File: src/hdl/ccp_params.svh
// Offsets, field positions, codes and reset values of the capture/compare block
// Operation
// - Mode zero switches unit off, resets state
// - Codes 0001 and 0011 select nothing
// - Capture on fall, rise, 4th, 16th rise
// - Code 0010 toggles pin, flags on match
// - Codes 1000/1001 set/clear pin, flag match
// - Code 1010 flags only, pin untouched
// - Code 1011 flags, clears timer, starts conversion
// - Only second unit starts a conversion
// - Duty bits are two duty LSBs
// - Capture copies whole timer into holding pair
// - Capture sets flag; only software clears
// - Newer capture overwrites unread value
// - Modulation outputs share period, aligned rises
// - Special event in either unit clears timer
// - Pin sampled even while driven
// - Second unit pin routed to one of two
// - Control bits 7-6 read zero; reset zero
// - Compare timer against holding word each cycle
// - Prescaler cleared when off or not capturing
`ifndef CCP_PARAMS_SVH
`define CCP_PARAMS_SVH
`define CCP_OFF_CTRL0 8'h00
`define CCP_OFF_CTRL1 8'h04
`define CCP_OFF_HOLD0 8'h08
`define CCP_OFF_HOLD1 8'h0c
`define CCP_OFF_FLAGS 8'h10
`define CCP_OFF_TIMER 8'h14
`define CCP_OFF_PERIOD 8'h18
`define CCP_OFF_TCTRL 8'h1c
`define CCP_CTRL_RESET 6'h00
`define CCP_DUTY_MSB 5
`define CCP_DUTY_LSB 4
`define CCP_M_OFF 4'h0
`define CCP_M_TOGGLE 4'h2
`define CCP_M_FALL 4'h4
`define CCP_M_RISE 4'h5
`define CCP_M_RISE4 4'h6
`define CCP_M_RISE16 4'h7
`define CCP_M_SET 4'h8
`define CCP_M_CLEAR 4'h9
`define CCP_M_SOFT 4'ha
`define CCP_M_SPECIAL 4'hb
`define CCP_PRE4_LAST 4'h3
`define CCP_PRE16_LAST 4'hf
`define CCP_FINE_LAST 2'h3
`define CCP_RESP_OKAY 2'h0
`define CCP_RESP_SLVERR 2'h2
`endif

File: src/hdl/ccp_pkg.sv
// Types shared by the capture/compare files
package ccp_pkg;
  typedef enum logic [2:0] {
    CCP_FN_OFF,
    CCP_FN_RSVD,
    CCP_FN_CAP,
    CCP_FN_CMP,
    CCP_FN_PWM
  } ccp_func_t;
endpackage

File: src/hdl/ccp_capture_compare_ctrl.sv
// Two capture/compare units, shared timers and AXI4-Lite register slave
//
// The AXI4-Lite interface to the registers and the placing of the registers were left to the implementer.
`timescale 1ns/1ps
`include "ccp_params.svh"
module ccp_capture_compare_ctrl #(
  parameter int ADDR_W = 8
) (
  input wire logic aclk,
  input wire logic aresetn,
  input wire logic [ADDR_W-1:0] s_axi_awaddr,
  input wire logic [2:0] s_axi_awprot,
  input wire logic s_axi_awvalid,
  output logic s_axi_awready,
  input wire logic [31:0] s_axi_wdata,
  input wire logic [3:0] s_axi_wstrb,
  input wire logic s_axi_wvalid,
  output logic s_axi_wready,
  output logic [1:0] s_axi_bresp,
  output logic s_axi_bvalid,
  input wire logic s_axi_bready,
  input wire logic [ADDR_W-1:0] s_axi_araddr,
  input wire logic [2:0] s_axi_arprot,
  input wire logic s_axi_arvalid,
  output logic s_axi_arready,
  output logic [31:0] s_axi_rdata,
  output logic [1:0] s_axi_rresp,
  output logic s_axi_rvalid,
  input wire logic s_axi_rready,
  input wire logic first_unit_pin_in,
  output logic first_unit_pin_out,
  output logic first_unit_pin_oe_n,
  input wire logic alt_pin_port_c_in,
  output logic alt_pin_port_c_out,
  output logic alt_pin_port_c_oe_n,
  input wire logic alt_pin_port_b_in,
  output logic alt_pin_port_b_out,
  output logic alt_pin_port_b_oe_n,
  input wire logic pin_select,
  input wire logic adc_enabled,
  output logic adc_start
);
  logic aw_hold_r, aw_hold_nxt;
  logic w_hold_r, w_hold_nxt;
  logic [ADDR_W-1:0] aw_addr_r, aw_addr_nxt;
  logic [31:0] w_data_r, w_data_nxt;
  logic [3:0] w_strb_r, w_strb_nxt;
  logic bvalid_r, bvalid_nxt;
  logic [1:0] bresp_r, bresp_nxt;
  logic rvalid_r, rvalid_nxt;
  logic [1:0] rresp_r, rresp_nxt;
  logic [31:0] rdata_r, rdata_nxt;
  logic wr_go;

  logic [5:0] ctrl0_r, ctrl0_nxt;
  logic [5:0] ctrl1_r, ctrl1_nxt;
  logic [1:0] flags_r, flags_nxt;
  logic [15:0] timer_r, timer_nxt;
  logic [7:0] period_r, period_nxt;
  logic [1:0] tctrl_r, tctrl_nxt;
  logic [9:0] mod_r, mod_nxt;
  logic mod_start;
  logic adc_start_r, adc_start_nxt;

  logic [1:0] hold0_wstrb, hold1_wstrb;
  logic [15:0] hold0, hold1;
  logic [1:0] flag_set, special;
  logic unit1_pin_in, unit1_pin_out, unit1_pin_oe_n;

  // Bus write side: address and data taken in either order
  always_comb begin
    aw_hold_nxt = aw_hold_r;
    w_hold_nxt = w_hold_r;
    aw_addr_nxt = aw_addr_r;
    w_data_nxt = w_data_r;
    w_strb_nxt = w_strb_r;
    bvalid_nxt = bvalid_r;
    bresp_nxt = bresp_r;
    wr_go = aw_hold_r && w_hold_r;
    if (s_axi_awvalid && s_axi_awready) begin
      aw_hold_nxt = 1'b1;
      aw_addr_nxt = s_axi_awaddr;
    end
    if (s_axi_wvalid && s_axi_wready) begin
      w_hold_nxt = 1'b1;
      w_data_nxt = s_axi_wdata;
      w_strb_nxt = s_axi_wstrb;
    end
    if (wr_go) begin
      aw_hold_nxt = 1'b0;
      w_hold_nxt = 1'b0;
      bvalid_nxt = 1'b1;
      // Unaligned or out-of-range address: error response, nothing written
      if (aw_addr_r[1:0] != 2'b00 || aw_addr_r > `CCP_OFF_TCTRL) begin
        bresp_nxt = `CCP_RESP_SLVERR;
      end else begin
        bresp_nxt = `CCP_RESP_OKAY;
      end
    end else if (bvalid_r && s_axi_bready) begin
      bvalid_nxt = 1'b0;
    end
  end

  always_ff @(posedge aclk) begin
    if (!aresetn) begin
      aw_hold_r <= 1'b0;
      w_hold_r <= 1'b0;
      aw_addr_r <= '0;
      w_data_r <= 32'h00000000;
      w_strb_r <= 4'h0;
      bvalid_r <= 1'b0;
      bresp_r <= `CCP_RESP_OKAY;
    end else begin
      aw_hold_r <= aw_hold_nxt;
      w_hold_r <= w_hold_nxt;
      aw_addr_r <= aw_addr_nxt;
      w_data_r <= w_data_nxt;
      w_strb_r <= w_strb_nxt;
      bvalid_r <= bvalid_nxt;
      bresp_r <= bresp_nxt;
    end
  end

  // Readies stay low while a response waits, so one write is in flight
  assign s_axi_awready = !aw_hold_r && !bvalid_r;
  assign s_axi_wready = !w_hold_r && !bvalid_r;
  assign s_axi_bvalid = bvalid_r;
  assign s_axi_bresp = bresp_r;

  // Bus read side: data one edge after the address is taken
  always_comb begin
    rvalid_nxt = rvalid_r;
    rresp_nxt = rresp_r;
    rdata_nxt = rdata_r;
    if (s_axi_arvalid && s_axi_arready) begin
      rvalid_nxt = 1'b1;
      rresp_nxt = `CCP_RESP_OKAY;
      if (s_axi_araddr == `CCP_OFF_CTRL0) begin
        rdata_nxt = {26'h0, ctrl0_r};
      end else if (s_axi_araddr == `CCP_OFF_CTRL1) begin
        rdata_nxt = {26'h0, ctrl1_r};
      end else if (s_axi_araddr == `CCP_OFF_HOLD0) begin
        rdata_nxt = {16'h0, hold0};
      end else if (s_axi_araddr == `CCP_OFF_HOLD1) begin
        rdata_nxt = {16'h0, hold1};
      end else if (s_axi_araddr == `CCP_OFF_FLAGS) begin
        rdata_nxt = {30'h0, flags_r};
      end else if (s_axi_araddr == `CCP_OFF_TIMER) begin
        rdata_nxt = {16'h0, timer_r};
      end else if (s_axi_araddr == `CCP_OFF_PERIOD) begin
        rdata_nxt = {24'h0, period_r};
      end else if (s_axi_araddr == `CCP_OFF_TCTRL) begin
        rdata_nxt = {30'h0, tctrl_r};
      end else begin
        rdata_nxt = 32'h00000000;
        rresp_nxt = `CCP_RESP_SLVERR;
      end
    end else if (rvalid_r && s_axi_rready) begin
      rvalid_nxt = 1'b0;
    end
  end

  always_ff @(posedge aclk) begin
    if (!aresetn) begin
      rvalid_r <= 1'b0;
      rresp_r <= `CCP_RESP_OKAY;
      rdata_r <= 32'h00000000;
    end else begin
      rvalid_r <= rvalid_nxt;
      rresp_r <= rresp_nxt;
      rdata_r <= rdata_nxt;
    end
  end

  assign s_axi_arready = !rvalid_r;
  assign s_axi_rvalid = rvalid_r;
  assign s_axi_rresp = rresp_r;
  assign s_axi_rdata = rdata_r;

  // Control, flags and timers
  always_comb begin
    ctrl0_nxt = ctrl0_r;
    ctrl1_nxt = ctrl1_r;
    flags_nxt = flags_r;
    timer_nxt = timer_r;
    period_nxt = period_r;
    tctrl_nxt = tctrl_r;
    hold0_wstrb = 2'b00;
    hold1_wstrb = 2'b00;
    if (wr_go) begin
      if (aw_addr_r == `CCP_OFF_CTRL0 && w_strb_r[0]) begin
        ctrl0_nxt = w_data_r[5:0];
      end else if (aw_addr_r == `CCP_OFF_CTRL1 && w_strb_r[0]) begin
        ctrl1_nxt = w_data_r[5:0];
      end else if (aw_addr_r == `CCP_OFF_HOLD0) begin
        hold0_wstrb = w_strb_r[1:0];
      end else if (aw_addr_r == `CCP_OFF_HOLD1) begin
        hold1_wstrb = w_strb_r[1:0];
      end else if (aw_addr_r == `CCP_OFF_FLAGS && w_strb_r[0]) begin
        flags_nxt = flags_r & ~w_data_r[1:0];
      end else if (aw_addr_r == `CCP_OFF_TIMER) begin
        if (w_strb_r[0]) begin
          timer_nxt[7:0] = w_data_r[7:0];
        end
        if (w_strb_r[1]) begin
          timer_nxt[15:8] = w_data_r[15:8];
        end
      end else if (aw_addr_r == `CCP_OFF_PERIOD && w_strb_r[0]) begin
        period_nxt = w_data_r[7:0];
      end else if (aw_addr_r == `CCP_OFF_TCTRL && w_strb_r[0]) begin
        tctrl_nxt = w_data_r[1:0];
      end
    end
    // Hardware set beats a same-cycle software clear
    flags_nxt = flags_nxt | flag_set;
    if (!(wr_go && aw_addr_r == `CCP_OFF_TIMER) && tctrl_r[0]) begin
      timer_nxt = timer_r + 16'h0001;
    end
    if (|special) begin
      timer_nxt = 16'h0000;
    end
    // Fine count below the 8-bit timer gives the two duty LSBs a slot
    mod_start = 1'b0;
    mod_nxt = mod_r;
    if (tctrl_r[1]) begin
      if (mod_r[9:2] >= period_r && mod_r[1:0] == `CCP_FINE_LAST) begin
        mod_nxt = 10'h000;
        mod_start = 1'b1;
      end else begin
        mod_nxt = mod_r + 10'h001;
      end
    end
    // Converter start comes from the second unit only
    adc_start_nxt = special[1] && adc_enabled;
  end

  always_ff @(posedge aclk) begin
    if (!aresetn) begin
      ctrl0_r <= `CCP_CTRL_RESET;
      ctrl1_r <= `CCP_CTRL_RESET;
      flags_r <= 2'b00;
      timer_r <= 16'h0000;
      period_r <= 8'h00;
      tctrl_r <= 2'b00;
      mod_r <= 10'h000;
      adc_start_r <= 1'b0;
    end else begin
      ctrl0_r <= ctrl0_nxt;
      ctrl1_r <= ctrl1_nxt;
      flags_r <= flags_nxt;
      timer_r <= timer_nxt;
      period_r <= period_nxt;
      tctrl_r <= tctrl_nxt;
      mod_r <= mod_nxt;
      adc_start_r <= adc_start_nxt;
    end
  end

  assign adc_start = adc_start_r;

  // Both units see one shared timer and one modulation count
  ccp_unit u_first (
    .aclk(aclk),
    .aresetn(aresetn),
    .mode(ctrl0_r[3:0]),
    .duty_lsb(ctrl0_r[`CCP_DUTY_MSB:`CCP_DUTY_LSB]),
    .hold_wstrb(hold0_wstrb),
    .hold_wdata(w_data_r[15:0]),
    .timer(timer_r),
    .mod_count(mod_r),
    .mod_period_start(mod_start),
    .pin_in(first_unit_pin_in),
    .hold(hold0),
    .pin_out(first_unit_pin_out),
    .pin_oe_n(first_unit_pin_oe_n),
    .flag_set(flag_set[0]),
    .special(special[0])
  );

  ccp_unit u_second (
    .aclk(aclk),
    .aresetn(aresetn),
    .mode(ctrl1_r[3:0]),
    .duty_lsb(ctrl1_r[`CCP_DUTY_MSB:`CCP_DUTY_LSB]),
    .hold_wstrb(hold1_wstrb),
    .hold_wdata(w_data_r[15:0]),
    .timer(timer_r),
    .mod_count(mod_r),
    .mod_period_start(mod_start),
    .pin_in(unit1_pin_in),
    .hold(hold1),
    .pin_out(unit1_pin_out),
    .pin_oe_n(unit1_pin_oe_n),
    .flag_set(flag_set[1]),
    .special(special[1])
  );

  // Unselected alternate pin is released
  assign unit1_pin_in = pin_select ? alt_pin_port_b_in : alt_pin_port_c_in;
  assign alt_pin_port_c_out = unit1_pin_out;
  assign alt_pin_port_b_out = unit1_pin_out;
  assign alt_pin_port_c_oe_n = pin_select | unit1_pin_oe_n;
  assign alt_pin_port_b_oe_n = !pin_select | unit1_pin_oe_n;
endmodule

File: src/hdl/ccp_unit.sv
// One capture/compare/modulation channel
`timescale 1ns/1ps
`include "ccp_params.svh"
module ccp_unit (
  input wire logic aclk,
  input wire logic aresetn,
  input wire logic [3:0] mode,
  input wire logic [1:0] duty_lsb,
  input wire logic [1:0] hold_wstrb,
  input wire logic [15:0] hold_wdata,
  input wire logic [15:0] timer,
  input wire logic [9:0] mod_count,
  input wire logic mod_period_start,
  input wire logic pin_in,
  output logic [15:0] hold,
  output logic pin_out,
  output logic pin_oe_n,
  output logic flag_set,
  output logic special
);
  ccp_pkg::ccp_func_t func;
  logic sync1_r, sync2_r, prev_r, match_prev_r, pin_r;
  logic sync1_nxt, sync2_nxt, prev_nxt, match_prev_nxt, pin_nxt;
  logic [3:0] pre_r, pre_nxt;
  logic [15:0] hold_r, hold_nxt;
  logic [9:0] duty_r, duty_nxt;
  logic rise, fall, cap_ev, match, hit;

  always_comb begin
    if (mode == `CCP_M_OFF) begin
      func = ccp_pkg::CCP_FN_OFF;
    end else if (mode[3:2] == 2'b11) begin
      func = ccp_pkg::CCP_FN_PWM;
    end else if (mode[3:2] == 2'b01) begin
      func = ccp_pkg::CCP_FN_CAP;
    end else if (mode == `CCP_M_TOGGLE || mode[3:2] == 2'b10) begin
      func = ccp_pkg::CCP_FN_CMP;
    end else begin
      func = ccp_pkg::CCP_FN_RSVD;
    end
  end

  always_comb begin
    // Pad level is read whatever drives it, so own writes can capture
    sync1_nxt = pin_in;
    sync2_nxt = sync1_r;
    prev_nxt = sync2_r;
    rise = sync2_r & ~prev_r;
    fall = ~sync2_r & prev_r;
    cap_ev = 1'b0;
    pre_nxt = pre_r;
    if (func != ccp_pkg::CCP_FN_CAP) begin
      pre_nxt = 4'h0;
    end else begin
      case (mode)
        `CCP_M_FALL: cap_ev = fall;
        `CCP_M_RISE: cap_ev = rise;
        `CCP_M_RISE4: cap_ev = rise && pre_r == `CCP_PRE4_LAST;
        default: cap_ev = rise && pre_r == `CCP_PRE16_LAST;
      endcase
      if (rise && mode[1]) begin
        pre_nxt = cap_ev ? 4'h0 : pre_r + 4'h1;
      end
    end
    match = func == ccp_pkg::CCP_FN_CMP && timer == hold_r;
    // Edge of equality so a stopped timer flags once
    hit = match & ~match_prev_r;
    match_prev_nxt = match;
    special = hit && mode == `CCP_M_SPECIAL;
    flag_set = cap_ev | hit;
    hold_nxt = hold_r;
    if (hold_wstrb[0]) begin
      hold_nxt[7:0] = hold_wdata[7:0];
    end
    if (hold_wstrb[1]) begin
      hold_nxt[15:8] = hold_wdata[15:8];
    end
    if (cap_ev) begin
      hold_nxt = timer;
    end
    duty_nxt = duty_r;
    if (mod_period_start) begin
      duty_nxt = {hold_r[7:0], duty_lsb};
    end
    pin_nxt = pin_r;
    case (func)
      ccp_pkg::CCP_FN_CMP: begin
        if (hit && mode == `CCP_M_TOGGLE) begin
          pin_nxt = ~pin_r;
        end else if (hit && mode == `CCP_M_SET) begin
          pin_nxt = 1'b1;
        end else if (hit && mode == `CCP_M_CLEAR) begin
          pin_nxt = 1'b0;
        end
      end
      ccp_pkg::CCP_FN_PWM: pin_nxt = mod_count < duty_r;
      ccp_pkg::CCP_FN_CAP: pin_nxt = pin_r;
      default: pin_nxt = 1'b0;
    endcase
  end

  always_ff @(posedge aclk) begin
    if (!aresetn) begin
      sync1_r <= 1'b0;
      sync2_r <= 1'b0;
      prev_r <= 1'b0;
      match_prev_r <= 1'b0;
      pin_r <= 1'b0;
      pre_r <= 4'h0;
      hold_r <= 16'h0000;
      duty_r <= 10'h000;
    end else begin
      sync1_r <= sync1_nxt;
      sync2_r <= sync2_nxt;
      prev_r <= prev_nxt;
      match_prev_r <= match_prev_nxt;
      pin_r <= pin_nxt;
      pre_r <= pre_nxt;
      hold_r <= hold_nxt;
      duty_r <= duty_nxt;
    end
  end

  assign hold = hold_r;
  assign pin_out = pin_r;
  assign pin_oe_n = !(func == ccp_pkg::CCP_FN_CMP || func == ccp_pkg::CCP_FN_PWM);
endmodule

File: config.mk
export PLATFORM = sky130hd
export DESIGN_NAME = ccp_capture_compare_ctrl
export DESIGN_NICKNAME = d
export VERILOG_FILES = /design/src/hdl/ccp_pkg.sv /design/src/hdl/ccp_capture_compare_ctrl.sv /design/src/hdl/ccp_unit.sv
export VERILOG_INCLUDE_DIRS = /design/src /design/src/hdl
export SDC_FILE = /design/constraint.sdc
export NUM_CORES = 1
export LEC_CHECK = 0
export BUFFER_PORTS_ARGS = -buffer_cell sky130_fd_sc_hd__clkbuf_2
export CAP_MARGIN = 20
export CORE_MARGIN = 2
export CORE_UTILIZATION = 32
export DETAILED_ROUTE_END_ITERATION = 12
export PLACE_DENSITY = 0.49
export SETUP_SLACK_MARGIN = 0.5
export SLEW_MARGIN = 20
export SYNTH_ARGS = -nofsm -noshare
export SYNTH_HDL_FRONTEND = slang
export SYNTH_SLANG_ARGS = --single-unit
File: constraint.sdc
create_clock -name aclk -period 2.9 [get_ports aclk]
set_clock_uncertainty 0.1 [all_clocks]
set_input_delay 0.145 -clock aclk [delete_from_list [all_inputs] [get_ports aclk]]
set_output_delay 0.145 -clock aclk [all_outputs]
set_load 0.05 [all_outputs]
# Word-level counts from Yosys, hierarchy flattened
# Index checks and enable logic that the tools add are counted.
[op_classes] add_sub_neg=4 magnitude_cmp=4 eq_ne=56 muxes=80 bitwise_logic=31 reduce_logical=73
[op_table] op="two-way mux 16 bit" n=16
[op_table] op="== test 8 x 5 -> 1 bit (second input constant)" n=8
[op_table] op="two-way mux 8 bit" n=7
[op_table] op="two-way mux 2 bit" n=27
[op_table] op="logical AND 1 bit" n=33
[op_table] op="== test 16 bit" n=2
[op_table] op="== test 4 bit (second input constant)" n=8
[op_table] op="== test 8 x 4 -> 1 bit (second input constant)" n=4
[op_table] op="== test 4 x 3 -> 1 bit (second input constant)" n=6
[op_table] op="AND reduction 8 bit" n=3
[op_table] op="nonzero test 2 bit" n=11
[op_table] op="less-than comparator 10 bit" n=2
[op_table] op="two-way mux 3 bit" n=6
[op_table] op="inverter 1 bit" n=18
[op_table] op="two-way mux 1 bit" n=17
[op_table] op="adder 16 x 1 -> 16 bit (second input constant)" n=1
[op_table] op="== test 4 x 2 -> 1 bit (second input constant)" n=4
[op_table] op="== test 8 x 3 -> 1 bit (second input constant)" n=2
[op_table] op="logical NOT 8 bit" n=2
[op_table] op="== test 3 x 2 -> 1 bit (second input constant)" n=4
[op_table] op="case mux 1 bit (3 select lines)" n=4
[op_table] op="adder 10 x 1 -> 10 bit (second input constant)" n=1
[op_table] op="== test 2 bit (second input constant)" n=5
[op_table] op="two-way mux 10 bit" n=1
[op_table] op="22 further kinds" n=56
[totals] ff_bits=187 in_bits=70 out_inout_bits=48 word_cells=285

# Longest topological paths before layout
[depth] word_depth=14 ltp_mapped=10 mapped_depth_nobuf=9

# By module
# From an unflattened synthesis, not the netlist that was laid out.
[unflattened] cells_unflattened=1062 area_unflattened_um2=9275.1
[modules_own_cells] module="ccp_capture_compare_ctrl" n_inst=1 cells_each=598 area_per_inst_um2=5088.6 seq_area_each_um2=1981.9
[modules_own_cells] module="ccp_unit" n_inst=2 cells_each=232 area_per_inst_um2=2093.3 seq_area_each_um2=700.7

# Worst setup path after synthesis
# OpenSTA, ideal clock, no wires.
[synth_timing] kind="register -> register" from="register bvalid_r (netlist: s_axi_bvalid)" to="register w_data_r[13]" setup_time_ns=0.071 arrival_time_ns=2.198 required_ns=2.729 slack_ns=0.531 stages_incl_launch_ff=7 n_path_buf=2 synth_period_minus_slack_ns=2.369 cell_sequence="dfxtp_1 > nor2_1 > and2_1 > clkbuf_1 > clkbuf_1 > nand2_1 > a21oi_1"
[synth_via] elab_chain_cells=3
[synth_rtl] item="start: declaration" line_no="ccp_capture_compare_ctrl.sv:48" rtl="logic bvalid_r, bvalid_nxt;"
[synth_rtl] item="start signal: assignment" line_no="ccp_capture_compare_ctrl.sv:119" rtl="bvalid_r <= bvalid_nxt;"
[synth_rtl] item="logical NOT 1 bit" line_no="ccp_capture_compare_ctrl.sv:126" rtl="assign s_axi_wready = !w_hold_r && !bvalid_r;"
[synth_rtl] item="logical AND 1 bit" line_no="ccp_capture_compare_ctrl.sv:126"
[synth_rtl] item="via s_axi_wready" line_no="ccp_capture_compare_ctrl.sv:18" rtl="output logic s_axi_wready,"
[synth_rtl] item="logical AND 1 bit" line_no="ccp_capture_compare_ctrl.sv:84" rtl="if (s_axi_wvalid && s_axi_wready) begin"
[synth_rtl] item="end signal: assignment" line_no="ccp_capture_compare_ctrl.sv:117" rtl="w_data_r <= w_data_nxt;"
[synth_rtl] item="end: declaration" line_no="ccp_capture_compare_ctrl.sv:46" rtl="logic [31:0] w_data_r, w_data_nxt;"
# The timed path passes the listed nets, and every way through them passes these cells.
# A chain may end at the register's enable or synchronous reset.

# Final worst setup path
[layout_timing] from="register u_second.hold_r[2] (netlist: u_second.hold[2])" to="register u_second.pin_r (netlist: u_second.pin_out)"
[layout_via] elab_chain_cells=7 word_cells_on_any_way=11 cone_classes="eq/ne: 2; mux: 3; bitwise: 1; reduce/logical: 5"
[layout_rtl] item="start: declaration" line_no="ccp_unit.sv:25" rtl="logic [15:0] hold_r, hold_nxt;"
[layout_rtl] item="start signal: assignment" line_no="ccp_unit.sv:119" rtl="hold_r <= hold_nxt;"
[layout_rtl] item="== test 16 bit *" line_no="ccp_unit.sv:65" rtl="match = func == ccp_pkg::CCP_FN_CMP && timer == hold_r;"
[layout_rtl] item="logical AND 1 bit *" line_no="ccp_unit.sv:65"
[layout_rtl] item="bitwise AND 1 bit *" line_no="ccp_unit.sv:67" rtl="hit = match & ~match_prev_r;"
[layout_rtl] item="logical AND 1 bit (no line)"
[layout_rtl] item="two-way mux 1 bit" line_no="ccp_unit.sv:90" rtl="end else if (hit && mode == `CCP_M_SET) begin"
[layout_rtl] item="two-way mux 1 bit" line_no="ccp_unit.sv:88" rtl="if (hit && mode == `CCP_M_TOGGLE) begin"
[layout_rtl] item="case mux 1 bit (3 select lines)" line_no="ccp_unit.sv:86" rtl="case (func)"
[layout_rtl] item="end signal: assignment" line_no="ccp_unit.sv:117" rtl="pin_r <= pin_nxt;"
[layout_rtl] item="end: declaration" line_no="ccp_unit.sv:22" rtl="logic sync1_r, sync2_r, prev_r, match_prev_r, pin_r;"
# Mark *: on every way between the ends. The rest lies on a longest branch, timed or not.

==> reports/qor.yml <==
yosys:
  ys_seq_area_frac: 0.383
  synth_area_um2: 8820
  synth-edff-count: 0
  ys_async_sr_fraction: 0
  synth_seq_cells: 169
  postSynthAreaPerCell_um2: 8.40
  yosys_warnings: 0
  yosysTopAreaCell: "dfxtp_1"
  syn_inst: 1050
  synth_commonest_cells: "dfxtp_1, nor2_1, nand2_1, a21oi_1, mux2i_1"
  yosysUniqueCellTypes: 75
  synthTopCellsByArea: "dfxtp_1, mux2i_1, nor2_1, nand2_1, ha_1"
  post-synth-top-count-cell: "dfxtp_1"
  yosysTopAreaCellShare: 0.383
  synthFlopType: "dfxtp_1"
place:
  hpwl_mm: 19.0
  port_buffers: 75
  placed_cells: 1433
  gp_congestion: 0.874
power_and_ir_drop:
  fin_total_pwr_uw: 5220
  p_comb_frac: 0.073
  seqPwrFrac: 0.463
  power.internal_uw: 3870
  p_sw_uw: 1350
  p_per_area_nw_per_um2: 485
  clkPwrFrac: 0.464
  peakVddDrop_mv: 0.368
  p_leak_uw: 0.00425
  switching_share: 0.258
sta:
  worst_pin_slew_ns: 0.612
  maxSlewViolCount: 0
  fin_crit_ns: 2.31
  rsz0062_at_grt: "yes"
  setup_viol: 0
  setup_tns_ns: 0
  hold_viol: 0
  fmax_mhz: 433
  fin_hold_ws_ns: 0.0678
  relSlewSlack: 0.592
  min_period_over_period: 0.797
setup_path:
  crit_fanout: 4
  endpoint_kind: "register"
  crit_path_start_kind: "register"
  crit_required_ns: 3.17
  crit_type: "register to register"
  crit_arrival_ns: 2.58
layout:
  area_delta_synth_final_pct: 22.0
  stdcell_count: 1511
  fin_nets: 1257
  num_antenna_cells: 0
  drive_gt1_frac: 0.175
grt:
  track_usage: 0.182
  grt-ovfl-total: 0
  first_global_vias: 7308
  grt_max_degree: 80
  grt_pass1_wl_mm: 40.9
  antenna_found_initial: 0
floorplanning:
  die-area_um2: 28900
  die_x_um: 170
  io_pins: 118
  die_h_um: 170
  num_rows: 60
  core_um2: 27000
  start_util: 0.326
clock_network:
  insertion_delay_ns: 0.43
  clk_pin_slew_worst_paths_ns: 0.07
  clock_sinks: 169
  h-tree-depth: 4
  cts.path.max_buffers: 2
  cts_tree: "built"
  clockRootBuffer: "clkbuf_16"
  cts_buffers: 17
route:
  routedWlPerCell_um: 17.7
  drtIter0Drc: 588
  ant_nets: 0
  dr_total_vias: 7866
  routed_wl_mm: 26.7
  drc: 0
  via_per_inst: 5.21
  dr.pass1.iters: 8
status:
  status: "finished, final reports clean"
run:
  drv_cap: 0
min_path:
  hp-class: "primary input to register"
==> flip-flops by register name (all words and copies together) (netlist names), 2 cells and up <==
name,count
s_axi_rdata,16
timer_r,16
u_first.hold,16
u_second.hold,16
w_data_r,16
mod_r,10
u_first.duty_r,10
u_second.duty_r,10
aw_addr_r,8
period_r,8
ctrl0_r,6
ctrl1_r,6
u_first.pre_r,4
u_second.pre_r,4
flags_r,2
tctrl_r,2
w_strb_r,2
==> stage by stage <==
stage          utilization  cell area, um2  setup slack, ns
6_report             0.398           10800            0.590
5_1_grt              0.398           10800            0.417
4_1_cts              0.389           10500            0.502
3_5_place_dp         0.353            9550            0.472
3_3_place_gp         0.353            9550            0.496
2_1_floorplan            -            8890            0.531
==> layout make-up <==
class	instances	area (um2)
fill	2734	16300
multi-input combinational	775	4940
sequential	169	3410
timing repair buffer	156	1230
clock buffer	19	443
tap	341	427
clock inverter	13	168
inverter	38	144
==> worst max-delay path, cell delays in order, from the launching register on <==
cell	delay [ns]
dfxtp_1	0.45
xnor2_1	0.18
nand4_1	0.19
nor3_2	0.24
nand4_2	0.14
or4b_1	0.52
a311o_1	0.37
nand2_1	0.07
==> kinds of logic (layout without fill, tap and decap cells) <==
family                     Yosys count  count (layout)  share of synthesized area
adders and majority gates           30              30                     0.0425
other                                1              18                   0.000425
xor gates and xnor gates            47              47                     0.0475
and+or+nand+nor                    386             386                      0.206
AOI/OAI and AO/OA                  230             230                      0.177
buffers and inverters              123             226                     0.0691
DFF                                169             169                      0.383
muxes                               64              64                     0.0742
==> power groups by stage <==
stage	sequential (uW)	clock [uW]	combinational, uW
floorplan	2480	0	239
global placement	2470	0	346
detailed placement	2470	0	348
CTS	2420	2470	383
global route	2420	2570	419
finish	2420	2420	383
==> routing by layer <==
| layer | GRT usage | vias up | routed length, um |
|---|---|---|---|
| met2 | 0.279 | 232 | 11800 |
| met4 | 0.0502 | 0 | 484 |
| met3 | 0.0281 | 30 | 1320 |
| li1 | - | 3892 | - |
| met1 | 0.264 | 3712 | 13100 |
| met5 | 0 | - | 0 |
==> cells in the final DEF (no fill, tap or decap), types with 6 or more instances in the layout <==
cell / Yosys / routed
dlygate4sd3_1: 0 / 33
buf_12: 0 / 6
and2_1: 10 / 10
nand2_1: 117 / 116
inv_1: 37 / 36
o22ai_1: 8 / 8
o31ai_1: 6 / 6
mux2i_1: 62 / 61
a21oi_1: 70 / 69
nand2b_1: 6 / 6
clkbuf_2: 0 / 75
clkbuf_16: 0 / 22
xor2_1: 22 / 22
nor3_1: 19 / 19
a311oi_1: 11 / 11
xnor2_1: 24 / 24
a211oi_1: 23 / 23
a222oi_1: 8 / 8
a21o_1: 6 / 6
nor2_1: 145 / 143
conb_1: 1 / 18
and3_1: 6 / 6
o211ai_1: 6 / 6
dfxtp_2: 0 / 16
a2bb2oi_1: 8 / 8
dfxtp_1: 169 / 152
ha_1: 30 / 30
o21ai_0: 45 / 45
nand3_1: 20 / 20
nand4_1: 12 / 12
buf_4: 23 / 36
==> final timing paths <==
check                                                   start  depth (start not counted)                       endpoint  slack, ns
worst max-delay path            u_second.hold[2]$_SDFFE_PN0P_                          7  u_second.pin_out$_SDFFE_PN0P_       0.59
worst min-delay path                            s_axi_awvalid                          3         aw_hold_r$_SDFFE_PP0P_       0.07
worst max register to register  u_second.hold[2]$_SDFFE_PN0P_                          7  u_second.pin_out$_SDFFE_PN0P_       0.59
worst min register to register    u_second.sync1_r$_SDFF_PN0_                          1   u_second.prev_nxt$_SDFF_PN0_       0.34
==> what timing repair did <==
| action | 4_1_cts | 5_1_grt |
|---|---|---|
| setup buffers | 0 | 8 |
| gates resized for setup | 4 | 25 |
| hold buffers | 33 | 0 |
| setup endpoints to repair | 28 | 94 |
| pin swaps | 0 | 3 |
| hold endpoints to repair | 31 | 0 |
| gates cloned | 0 | 5 |
Power figures use the tool's default switching activity.
